`src/design/pim_pkg.sv`:
```
// Package for the primary interrupt mask and pending block.
// Assumes a single system clock domain and an APB master with 32-bit data.
package pim_pkg;

    // ==========================================================
    // Source map
    // ==========================================================
    localparam int NUM_SRC        = 11;
    localparam int FIRST_SRC_BIT  = 8;
    localparam int LAST_SRC_BIT   = 18;
    localparam int LEVEL_W        = 3;
    localparam int LEVEL_FIELD_W  = 4;
    localparam int LEVELS_PER_REG = 8;

    // ==========================================================
    // Register offsets (byte addresses)
    // ==========================================================
    localparam int ADDR_W = 8;
    localparam logic [ADDR_W-1:0] OFS_INTERRUPT_PENDING = 8'h40;
    localparam logic [ADDR_W-1:0] OFS_INTERRUPT_MASK    = 8'h44;
    localparam logic [ADDR_W-1:0] OFS_EVENT_STATUS      = 8'h48;
    localparam logic [ADDR_W-1:0] OFS_EVENT_ENABLE      = 8'h4C;
    localparam logic [ADDR_W-1:0] OFS_LEVEL_LOW         = 8'h50;
    localparam logic [ADDR_W-1:0] OFS_LEVEL_HIGH        = 8'h54;

    // ==========================================================
    // Field layouts and reset values
    // ==========================================================
    localparam logic [31:0] SRC_FIELD_MASK     = 32'h0007FF00;
    localparam logic [31:0] MASK_RESET         = 32'h0007FF00;
    localparam logic [31:0] PENDING_RESET      = 32'h00000000;
    localparam logic [31:0] EVENT_STATUS_RESET = 32'h00000000;
    localparam logic [31:0] EVENT_ENABLE_RESET = 32'h00000000;
    localparam logic [31:0] LEVEL_RESET        = 32'h00000000;
    localparam logic [31:0] LEVEL_LOW_MASK     = 32'h77777777;
    localparam logic [31:0] LEVEL_HIGH_MASK    = 32'h00000777;

    // ==========================================================
    // Bus carriers
    // ==========================================================
    typedef struct packed {
        logic              psel;
        logic              penable;
        logic              pwrite;
        logic [ADDR_W-1:0] paddr;
        logic [31:0]       pwdata;
    } pim_apb_req_type;

    typedef struct packed {
        logic        pready;
        logic        pslverr;
        logic [31:0] prdata;
    } pim_apb_rsp_type;

endpackage

```
`src/design/pim_mask_pending.sv`:
```
// Primary interrupt mask and pending registers with APB access.
// Assumes source requests are level signals from logic on CLK_SYS.
//
// The APB interface to the registers was chosen for this implementation.
`timescale 1ns/1ns

// Operation
// RULE1: Mask bit per source, bits 8 to 18
// RULE2: Mask bit one blocks request to core
// RULE3: Mask bit zero forwards request to core
// RULE4: Masked request still shows as pending
// RULE5: Reset sets all defined mask bits
// RULE6: Software raises core level before masking
// RULE7: Pending bit per source, same order
// RULE8: Pending samples request every clock
// RULE9: Pending ignores the mask bit
// RULE10: Pending read-only, writes have no effect
// RULE11: Pending one means request present
// RULE12: Mask at 0x44, pending at 0x40
// RULE13: Unmasked request presented at programmed level
// RULE14: Core request is pending and not mask
module pim_mask_pending
    import pim_pkg::*;
#(
    parameter int N_SRC = NUM_SRC
)(
    input  wire logic                          CLK_SYS,
    input  wire logic                          RST,
    input  wire pim_pkg::pim_apb_req_type      APB_REQ,
    output pim_pkg::pim_apb_rsp_type           APB_RSP,
    input  wire logic [N_SRC-1:0]              SRC_REQ,
    output logic      [N_SRC-1:0]              CORE_REQ,
    output logic      [pim_pkg::LEVEL_W-1:0]   CORE_IPL,
    output logic                               IRQ
);
    import pim_pkg::*;

    // ==========================================================
    // Declarations
    // ==========================================================
    // Register state, next value beside each
    logic [31:0]          mask_q;
    logic [31:0]          mask_d;
    logic [31:0]          pending_q;
    logic [31:0]          pending_d;
    logic [31:0]          evt_status_q;
    logic [31:0]          evt_status_d;
    logic [31:0]          evt_enable_q;
    logic [31:0]          evt_enable_d;
    logic [31:0]          level_low_q;
    logic [31:0]          level_low_d;
    logic [31:0]          level_high_q;
    logic [31:0]          level_high_d;
    // Bus answer and outputs toward the core
    pim_apb_rsp_type      rsp_q;
    pim_apb_rsp_type      rsp_d;
    logic [N_SRC-1:0]     core_req_q;
    logic [N_SRC-1:0]     core_req_d;
    logic                 irq_q;
    logic                 irq_d;
    // Per-source views and bus decode
    logic [N_SRC-1:0]     src_pend;
    logic [N_SRC-1:0]     src_mask;
    logic [N_SRC-1:0]     src_rise;
    logic [31:0]          rise_word;
    logic [N_SRC*LEVEL_W-1:0] src_level;
    logic [63:0]          level_both;
    logic                 setup_phase;
    logic                 wr_strobe;
    logic                 addr_hit;
    logic [31:0]          rd_mux;

    // ==========================================================
    // Per-source view of the register fields
    // ==========================================================
    assign level_both = {level_high_q, level_low_q};

    generate
        for (genvar i = 0; i < N_SRC; i++)
        begin : g_src
            // Field positions shared by both registers
            assign src_pend[i] = pending_q[FIRST_SRC_BIT + i];   // RULE7
            assign src_mask[i] = mask_q[FIRST_SRC_BIT + i];      // RULE1
            // New request seen by the pending register this clock
            assign src_rise[i] = SRC_REQ[i] & ~pending_q[FIRST_SRC_BIT + i];
            assign src_level[i*LEVEL_W +: LEVEL_W] =
                level_both[i*LEVEL_FIELD_W +: LEVEL_W];
        end
    endgenerate

    // Rising edges placed at the source bit positions
    // Reset clears pending, so a request held through reset still fires
    always_comb
    begin
        rise_word = '0;
        rise_word[FIRST_SRC_BIT +: N_SRC] = src_rise;
    end

    // ==========================================================
    // APB decode
    // ==========================================================
    // The answer is registered from the setup cycle, so every access completes with no wait state
    // No byte strobes: a write to mask, enable or level replaces the whole word
    assign setup_phase = APB_REQ.psel & ~APB_REQ.penable;
    assign wr_strobe   = APB_REQ.psel & APB_REQ.penable & rsp_q.pready & APB_REQ.pwrite;

    // Read mux and address check
    // Offsets outside the map answer with an error and read zero
    always_comb
    begin
        addr_hit = 1'b1;
        rd_mux   = '0;
        case (APB_REQ.paddr)
            OFS_INTERRUPT_PENDING: rd_mux = pending_q;          // RULE12
            OFS_INTERRUPT_MASK:    rd_mux = mask_q;             // RULE12
            OFS_EVENT_STATUS:      rd_mux = evt_status_q;
            OFS_EVENT_ENABLE:      rd_mux = evt_enable_q;
            OFS_LEVEL_LOW:         rd_mux = level_low_q;
            OFS_LEVEL_HIGH:        rd_mux = level_high_q;
            default:               addr_hit = 1'b0;
        endcase
    end

    // Response is prepared in setup and shown during access
    // Read data is the value held at the end of the setup cycle
    always_comb
    begin
        rsp_d         = '0;
        rsp_d.pready  = setup_phase;
        rsp_d.pslverr = setup_phase & ~addr_hit;
        if (setup_phase && !APB_REQ.pwrite)
        begin
            rsp_d.prdata = rd_mux;
        end
    end

    // Answer register; it clears the cycle after it is shown,
    // so pready is a single pulse and needs no extra state
    always_ff @(posedge CLK_SYS or posedge RST)
    begin
        if (RST)
        begin
            rsp_q <= '0;
        end
        else
        begin
            rsp_q <= rsp_d;
        end
    end

    // ==========================================================
    // Mask and level control registers
    // ==========================================================
    // Only defined bits store; reserved bits stay zero
    // Unmapped offsets fall through and leave every register alone
    always_comb
    begin
        mask_d       = mask_q;
        level_low_d  = level_low_q;
        level_high_d = level_high_q;
        if (wr_strobe)
        begin
            case (APB_REQ.paddr)
                OFS_INTERRUPT_MASK:
                begin
                    mask_d = APB_REQ.pwdata & SRC_FIELD_MASK;   // RULE2 RULE3 RULE14
                end
                OFS_LEVEL_LOW:
                begin
                    level_low_d = APB_REQ.pwdata & LEVEL_LOW_MASK;
                end
                OFS_LEVEL_HIGH:
                begin
                    level_high_d = APB_REQ.pwdata & LEVEL_HIGH_MASK;
                end
                default:
                begin
                    mask_d = mask_q;
                end
            endcase
        end
    end

    // Reset masks every source until software opens it
    always_ff @(posedge CLK_SYS or posedge RST)
    begin
        if (RST)
        begin
            mask_q       <= MASK_RESET;                         // RULE5
            level_low_q  <= LEVEL_RESET;
            level_high_q <= LEVEL_RESET;
        end
        else
        begin
            mask_q       <= mask_d;
            level_low_q  <= level_low_d;
            level_high_q <= level_high_d;
        end
    end

    // ==========================================================
    // Pending register
    // ==========================================================
    // Follows the request lines every clock, mask and bus writes play no part
    // Writes to this offset complete normally but change nothing
    always_comb
    begin
        pending_d = '0;
        pending_d[FIRST_SRC_BIT +: N_SRC] = SRC_REQ;            // RULE8 RULE9 RULE10 RULE11
    end

    // A pulse shorter than one clock is missed; sources hold levels
    always_ff @(posedge CLK_SYS or posedge RST)
    begin
        if (RST)
        begin
            pending_q <= PENDING_RESET;
        end
        else
        begin
            pending_q <= pending_d;                             // RULE4
        end
    end

    // ==========================================================
    // Request to the core
    // ==========================================================
    // Software must raise the core level before masking; a request
    // dropped here mid-acknowledge is otherwise seen as spurious
    always_comb
    begin
        core_req_d = src_pend & ~src_mask;                      // RULE14 RULE2 RULE3
    end

    // Registered so the core never sees a glitch from a mask write
    always_ff @(posedge CLK_SYS or posedge RST)
    begin
        if (RST)
        begin
            core_req_q <= '0;
        end
        else
        begin
            core_req_q <= core_req_d;                           // RULE4
        end
    end

    // Level seen by the core, highest among the forwarded requests
    // Level zero keeps a source off this output; it still shows in CORE_REQ
    pim_level_encode #(
        .N      (N_SRC)
    ) u_level (
        .clk    (CLK_SYS),
        .rst    (RST),
        .req    (core_req_d),
        .level  (src_level),
        .ipl    (CORE_IPL)                                      // RULE13
    );

    // ==========================================================
    // Event status and interrupt line
    // ==========================================================
    // A new request wins over a write-one-to-clear in the same cycle
    // Only a rise of a request sets status; a held level fires once
    always_comb
    begin
        evt_status_d = evt_status_q;
        evt_enable_d = evt_enable_q;
        if (wr_strobe && (APB_REQ.paddr == OFS_EVENT_STATUS))
        begin
            evt_status_d = evt_status_q & ~APB_REQ.pwdata;
        end
        if (wr_strobe && (APB_REQ.paddr == OFS_EVENT_ENABLE))
        begin
            evt_enable_d = APB_REQ.pwdata & SRC_FIELD_MASK;
        end
        evt_status_d = (evt_status_d | rise_word) & SRC_FIELD_MASK;
        irq_d        = |(evt_status_d & evt_enable_d);
    end

    // Status, enable and the line itself share one register stage
    always_ff @(posedge CLK_SYS or posedge RST)
    begin
        if (RST)
        begin
            evt_status_q <= EVENT_STATUS_RESET;
            evt_enable_q <= EVENT_ENABLE_RESET;
            irq_q        <= 1'b0;
        end
        else
        begin
            evt_status_q <= evt_status_d;
            evt_enable_q <= evt_enable_d;
            irq_q        <= irq_d;
        end
    end

    // ==========================================================
    // Outputs, all from flip-flops
    // ==========================================================
    // Plain wires from the registers above, no logic after the flops
    assign APB_RSP  = rsp_q;
    assign CORE_REQ = core_req_q;
    assign IRQ      = irq_q;

endmodule // pim_mask_pending

```
`src/design/pim_level_encode.sv`:
```
// Level encoder: highest level among the requests presented to the core.
// Assumes request and level inputs come from logic on the same clock.
`timescale 1ns/1ns
module pim_level_encode
    import pim_pkg::*;
#(
    parameter int N = 11
)(
    input  wire logic                     clk,
    input  wire logic                     rst,
    input  wire logic [N-1:0]             req,
    input  wire logic [N*LEVEL_W-1:0]     level,
    output logic      [LEVEL_W-1:0]       ipl
);
    import pim_pkg::*;

    logic [LEVEL_W-1:0] ipl_d;
    logic [LEVEL_W-1:0] ipl_q;

    // ==========================================================
    // Maximum search; level zero means the source is switched off
    // ==========================================================
    always_comb
    begin
        ipl_d = '0;
        for (int i = 0; i < N; i++)
        begin
            if (req[i] && (level[i*LEVEL_W +: LEVEL_W] > ipl_d))
            begin
                ipl_d = level[i*LEVEL_W +: LEVEL_W];
            end
        end
    end

    // Registered so the core sees a glitch-free level
    always_ff @(posedge clk or posedge rst)
    begin
        if (rst)
        begin
            ipl_q <= '0;
        end
        else
        begin
            ipl_q <= ipl_d;
        end
    end

    assign ipl = ipl_q;

endmodule // pim_level_encode

```
`config.mk`:
```
export PLATFORM = sky130hd
export DESIGN_NAME = pim_mask_pending
export DESIGN_NICKNAME = d
export VERILOG_FILES = /design/src/design/pim_pkg.sv /design/src/design/pim_mask_pending.sv /design/src/design/pim_level_encode.sv
export SDC_FILE = /design/constraint.sdc
export NUM_CORES = 1
export LEC_CHECK = 0
export BUFFER_PORTS_ARGS = -buffer_cell sky130_fd_sc_hd__buf_2
export CAP_MARGIN = 10
export CORE_MARGIN = 1
export CORE_UTILIZATION = 32
export DETAILED_ROUTE_END_ITERATION = 8
export GPL_ROUTABILITY_DRIVEN = 0
export SYNTH_ARGS = -nofsm -noshare
export SYNTH_HDL_FRONTEND = slang
export SYNTH_SLANG_ARGS = --single-unit
```
`constraint.sdc`:
```
create_clock -name CLK_SYS -period 19.9 [get_ports CLK_SYS]
set_input_delay 1.99 -clock CLK_SYS [delete_from_list [all_inputs] [get_ports CLK_SYS]]
set_output_delay 1.99 -clock CLK_SYS [all_outputs]
set_load 0.05 [all_outputs]
```
Word level (Yosys, flattened, before mapping)
Index checks and enable logic that the tools add are counted.
{"block": "word_totals", "register_bits": 147, "input_bits": 56, "word_cells": 100}
{"block": "classes", "n_lt_le_gt_ge": 11, "eq_ne": 6, "muxes": 16, "n_bitwise": 35, "n_reduce_logical": 20}
{"operator": "32-bit case mux with 6 select lines", "n": 1}
{"operator": "32-bit 2-to-1 mux", "n": 2}
{"operator": "8-bit by 7-bit == test with 1-bit output, second input constant", "n": 6}
{"operator": "3-bit 2-to-1 mux", "n": 11}
{"operator": "19-bit by 32-bit bitwise AND with 32-bit output", "n": 1}
{"operator": "32-bit OR reduction", "n": 1}
{"operator": "3-bit greater-than comparator", "n": 10}
{"operator": "19-bit bitwise AND", "n": 1}
{"operator": "19-bit 2-to-1 mux", "n": 1}
{"operator": "19-bit NOT", "n": 1}
{"operator": "19-bit bitwise OR", "n": 1}
{"operator": "1-bit bitwise AND", "n": 16}
{"operator": "1-bit logical AND", "n": 14}
{"operator": "1-bit NOT", "n": 13}
{"operator": "11-bit bitwise AND", "n": 1}
{"operator": "11-bit NOT", "n": 1}
{"operator": "2-bit AND reduction", "n": 3}
{"operator": "6-bit OR reduction", "n": 1}
{"operator": "3-bit by 1-bit greater-than comparator with 1-bit output, second input constant", "n": 1}
{"operator": "1-bit logical NOT", "n": 1}
{"operator": "1-bit 2-to-1 mux", "n": 1}

Longest topological paths before layout
{"block": "logic_depth", "depth_word": 34, "ltp_mapped": 68}

Modules after synthesis
Synthesis repeated with hierarchy kept, for this count alone.
{"block": "hier_totals", "hier_cells": 559, "area_unflattened_um2": 6254.7}
{"mod": "pim_mask_pending", "instances": 1, "cells_each": 349, "area_each_um2": 4763.3, "seq_area_each_um2": 2941.6}
{"mod": "pim_level_encode", "instances": 1, "cells_each": 210, "area_each_um2": 1491.4, "seq_area_each_um2": 75.1}

Worst setup path before layout
OpenSTA, ideal clock, no wires.
{"block": "synth_timing", "path_type": "register -> register", "start": "register pending_q[8]", "end": "register u_level.ipl_q[0] (netlist: u_level.ipl[0])", "setup_ps": 76, "t_arrival_ps": 11118, "t_required_ps": 19824, "setup_slack_ps": 8706, "path_stages_with_launch": 68, "path_buffers": 0, "period_less_slack_ps": 11194, "cell_sequence": "dfrtp_1 -> nor2b_1 -> nand2_1 -> ha_1 -> nor2b_4 -> o31a_4 -> nand2_2 -> nand2_1 -> o21ai_0 -> ha_1 -> nor2_1 -> a31oi_1 -> o32ai_1 -> mux2_1 -> ha_1 -> nor2_1 -> and2_1 -> o21bai_1 -> (+32 left out) -> or2_2 -> o2111ai_1 -> a211oi_2 -> nor3_2 -> ha_1 -> inv_1 -> a21oi_1 -> a21oi_1 -> maj3_1 -> nand2_1 -> mux2i_1 -> ha_1 -> nor2b_1 -> o21ai_0 -> a21oi_1 -> inv_1 -> nand3_1 -> o21ai_1"}
{"block": "synth_via", "elab_chain_cells": 33}
{"item": "start, declared", "line": "pim_mask_pending.sv:44", "rtl": "logic [31:0] pending_q;"}
{"item": "start signal, assigned", "line": "pim_mask_pending.sv:221", "rtl": "pending_q <= pending_d;"}
{"item": "11-bit bitwise AND (*)", "line": "pim_mask_pending.sv:232", "rtl": "core_req_d = src_pend & ~src_mask;"}
{"item": "via core_req_d[0]", "line": "pim_mask_pending.sv:58", "rtl": "logic [N_SRC-1:0] core_req_d;"}
{"item": "1-bit logical AND (*)", "line": "pim_level_encode.sv:28", "rtl": "if (req[i] && (level[i*LEVEL_W +: LEVEL_W] > ipl_d))"}
{"item": "3-bit 2-to-1 mux (*)", "line": "pim_level_encode.sv:28"}
{"item": "3-bit greater-than comparator", "line": "pim_level_encode.sv:28"}
{"item": "1-bit logical AND", "line": "pim_level_encode.sv:28"}
{"item": "3-bit 2-to-1 mux (*)", "line": "pim_level_encode.sv:28"}
{"item": "3-bit greater-than comparator", "line": "pim_level_encode.sv:28"}
{"item": "(+19 left out)"}
{"item": "3-bit 2-to-1 mux (*)", "line": "pim_level_encode.sv:28"}
{"item": "3-bit greater-than comparator", "line": "pim_level_encode.sv:28"}
{"item": "1-bit logical AND", "line": "pim_level_encode.sv:28"}
{"item": "3-bit 2-to-1 mux (*)", "line": "pim_level_encode.sv:28"}
{"item": "3-bit greater-than comparator", "line": "pim_level_encode.sv:28"}
{"item": "1-bit logical AND", "line": "pim_level_encode.sv:28"}
{"item": "3-bit 2-to-1 mux (*)", "line": "pim_level_encode.sv:28"}
{"item": "via u_level.ipl_d[0]", "line": "pim_level_encode.sv:17", "rtl": "logic [LEVEL_W-1:0] ipl_d;"}
{"item": "end signal, assigned", "line": "pim_level_encode.sv:44", "rtl": "ipl_q <= ipl_d;"}
{"item": "end, declared", "line": "pim_level_encode.sv:18", "rtl": "logic [LEVEL_W-1:0] ipl_q;"}
The timed path passes the listed nets; every way through them passes the cells marked *.
A chain may end at the register's enable or synchronous reset.

Worst setup path after layout
Same ends and word-level chain as after synthesis.

==> summary.txt <==
Synth
  – FF+latch count, synth: 120
  – Mean area per synthesized cell: 10.4 µm²
  – Post-synth EDFFs: 0
  – Synth Warn #: 0
  – Synth unique cells: 77
  – Synth Cell Area: 0.00622 mm²
  – Async SR Flop Fraction: 100%
  – Most instantiated cells after synthesis: 109 x dfrtp_1, 60 x nand2_1, 43 x o21ai_0
  – Area contributors post-synth: dfrtp_1 44%, mux2_2 7.4%, dfstp_2 4.6%
  – Count leader, synth: dfrtp_1
  – Post-synthesis sequential area ratio: 48.5%
  – Syn Inst Count: 596
  – Post-synth top area share: 43.9%
  – Ys flop type: dfrtp_1
  – Cell taking the most area after synthesis: dfrtp_1

Power
  – P per Cell Area: 82.8 mW/mm²
  – Max rail drop VDD: 0.0622 mV
  – Seq pwr share: 39.9%
  – Clock share of power: 51.8%
  – Int Pwr: 0.468 mW
  – Sw frac: 25.4%
  – LEAKAGE: 3.58 nW
  – Sw power: 0.159 mW
  – Comb power frac: 8.2%

Detailed routing
  – DRC: 0
  – Met3 routed WL: 738 µm
  – Vias: 4,860
  – Initial DRC count: 247
  – Top sig layer: met5
  – Metal2 WL: 7.37 mm
  – Final wirelength: 16.2 mm
  – Avg Vias per Cell: 5.03
  – Router iterations before antenna repair: 5
  – Routed Antenna Nets: 0
  – Met1 wire length: 7.81 mm
  – Routed WL per cell: 16.8 µm

Critical path
  – Critical Path End: u_level.ipl[0]$_DFF_PP0_
  – Largest fanout on the critical path: 7
  – Slowest cell on the critical path: dfrtp_1
  – WS Path Type: reg -> reg
  – Reg2Reg Setup Slack: 7010 ps
  – Crit start category: register
  – Critical path arrival: 13,230 ps
  – CP Launch Point: pending_q[8]$_DFF_PP0_
  – Reg2reg start: pending_q[8]$_DFF_PP0_
  – Crit-path max cell delay: 420 ps
  – Worst Reg-to-Reg Cells: 67
  – FF-to-FF End: u_level.ipl[0]$_DFF_PP0_
  – Crit end category: register
  – Cell mode on critical path: ha_1
  – Worst Path Required: 20,240 ps

Floorplanning
  – Total die area: 0.0200 mm²
  – Die W: 141 µm
  – FP Rows: 50
  – Chip Height: 141 µm
  – Core area: 0.0189 mm²
  – Initial Util: 32.9%
  – I/O Pins: 105

Placement
  – Final HPWL DP: 11.9 mm
  – Cell Area, Placed: 0.00695 mm²
  – Buffers on Ports: 92
  – Cells after DPL: 935

CTS
  – CTS tree: built
  – Clock Path Buffers: 2
  – H-Tree Depth: 4
  – Post-CTS Repair Setup Buffers: 0
  – Clock Tree Root: clkbuf_16
  – Clock Sinks: 120
  – CTS Buf Count: 17
  – Resize count post-CTS: 0
  – Hold buffers post-CTS: 0
  – Worst-skew pair later-pin latency: 430 ps
  – Clock slew at reported path FFs: 60 ps

Timing
  – RSZ-0062 raised after global routing: no
  – Setup TNS: 0 ps
  – Final hold viol count: 0
  – Layout Skew: 9.74 ps
  – Fmax: 77.6 MHz
  – Final Cycle Share: 64.8%
  – Worst-Margin Slew: 1130 ps
  – WHS: 519 ps
  – Rel. slew slack: 24.7%
  – Min cycle time layout: 12,890 ps
  – Setup violators final: 0
  – Max Slew Vio Count: 0

Job
  – Max Cap Viol: 0

Hold path
  – HP Class: reg -> reg

GRT
  – Largest net degree at the start of global routing: 65
  – Vias in the first global route: 4,851
  – First-pass GRT wire length: 26.0 mm
  – Initial antenna violation count: 1
  – Grt ovf: 0
  – GRT Total Usage: 17.3%

Cells and area
  – Non-filler cells, final: 967
  – Final Cell Area: 0.00757 mm²
  – Nets: 765
  – Fraction of layout cells with a size suffix above 1: 30.4%
  – Ant. Diodes: 0
  – P&R area growth vs syn: 21.8%

Run status
  – Status: finished clean
worst min path at each step:
stage	startpoint	endpoint	slack (ps)	cells past startpoint
floorplan	pending_q[18]$_DFF_PP0_	evt_status_q[18]$_DFF_PP0_	460	1
global placement	pending_q[18]$_DFF_PP0_	evt_status_q[18]$_DFF_PP0_	500	1
detailed placement	evt_enable_q[9]$_DFF_PP0_	evt_enable_q[9]$_DFF_PP0_	510	1
CTS	pending_q[18]$_DFF_PP0_	evt_status_q[18]$_DFF_PP0_	520	1
global route	pending_q[18]$_DFF_PP0_	evt_status_q[18]$_DFF_PP0_	540	1
finish	level_low_q[4]$_DFFE_PP0P_	APB_RSP[4]$_DFF_PP0_	520	2
critical path: cells and delay by family (launching register included):
kind                       cells  cell delay [ps]
adders and majority gates     13             3650
DFF                            1              420
buffers and inverters          3              240
and+or+nand+nor               27             4550
muxes                          2              700
AOI/OAI and AO/OA             22             3260
per-stage QoR:
stage          total power, mW  worst slack, ps  util, %
5_1_grt                  0.649             5850     40.1
3_3_place_gp             0.307             7240     36.8
6_report                 0.628             7010     40.1
2_1_floorplan            0.291             8710        -
3_5_place_dp             0.307             7150     36.8
4_1_cts                  0.633             7050     40.1
cell type report:
type / count / area (µm²)
tap: 260 / 325
clock buffer: 19 / 453
timing repair buffer: 97 / 498
multi-input combinational: 425 / 2990
fill: 1926 / 11300
sequential: 120 / 3020
inverter: 33 / 126
clock inverter: 13 / 168
cell families after synthesis:
group | after synthesis | synth area share, %
AO/OA/AOI/OAI | 157 | 18.7
flip-flops | 120 | 48.5
adder cells (fa/ha/maj) | 18 | 3.50
multiplexers | 58 | 10.2
buffers and inverters | 56 | 3.88
other | 1 | 0.0603
AND/OR/NAND/NOR | 186 | 15.2
power groups by stage:
stage	registers [mW]	logic (mW)	clock network [mW]
3_3_place_gp	0.255	0.0518	0
2_1_floorplan	0.262	0.0285	0
5_1_grt	0.251	0.0572	0.341
6_report	0.251	0.0517	0.325
3_5_place_dp	0.255	0.0522	0
4_1_cts	0.251	0.0524	0.330
layout by cell type, fill, tap and decap left out, types with 4 or more instances in the layout:
master and n:
dfrtp_1 109, buf_2 92, nand2_1 60, o21ai_0 43
mux2_2 41, nor2_1 35, inv_1 31, a21oi_1 21
clkbuf_16 17, mux2i_1 16, nor2b_1 15, ha_1 15
and2_1 12, nand3_1 12, a22oi_1 12, dfstp_2 11
a22o_1 10, nand2b_1 6, conb_1 6, nor4_1 5
nand4_1 5, nand3b_1 5, nor3_1 5, o31ai_1 5
a31oi_1 5, a221oi_1 5, buf_4 5, or3_1 4
or2_2 4, o21ai_1 4, o22ai_1 4, o211ai_1 4
and3_1 4, clkinv_4 4
registers in the layout, summed over array words and instances, names as in the netlist:
signal	count
u_level.ipl	3
APB_RSP	28
evt_enable_q	11
CORE_REQ	11
evt_status_q	11
level_low_q	24
IRQ	1
pending_q	11
mask_q	11
level_high_q	9
per-layer routing:
metal	up-vias	track usage, %
met2	130	26.6
met4	2	6.11
met3	23	4.32
met5	-	0
met1	2351	23.6
li1	2354	-
No activity file was read; power rests on OpenSTA's default activity.
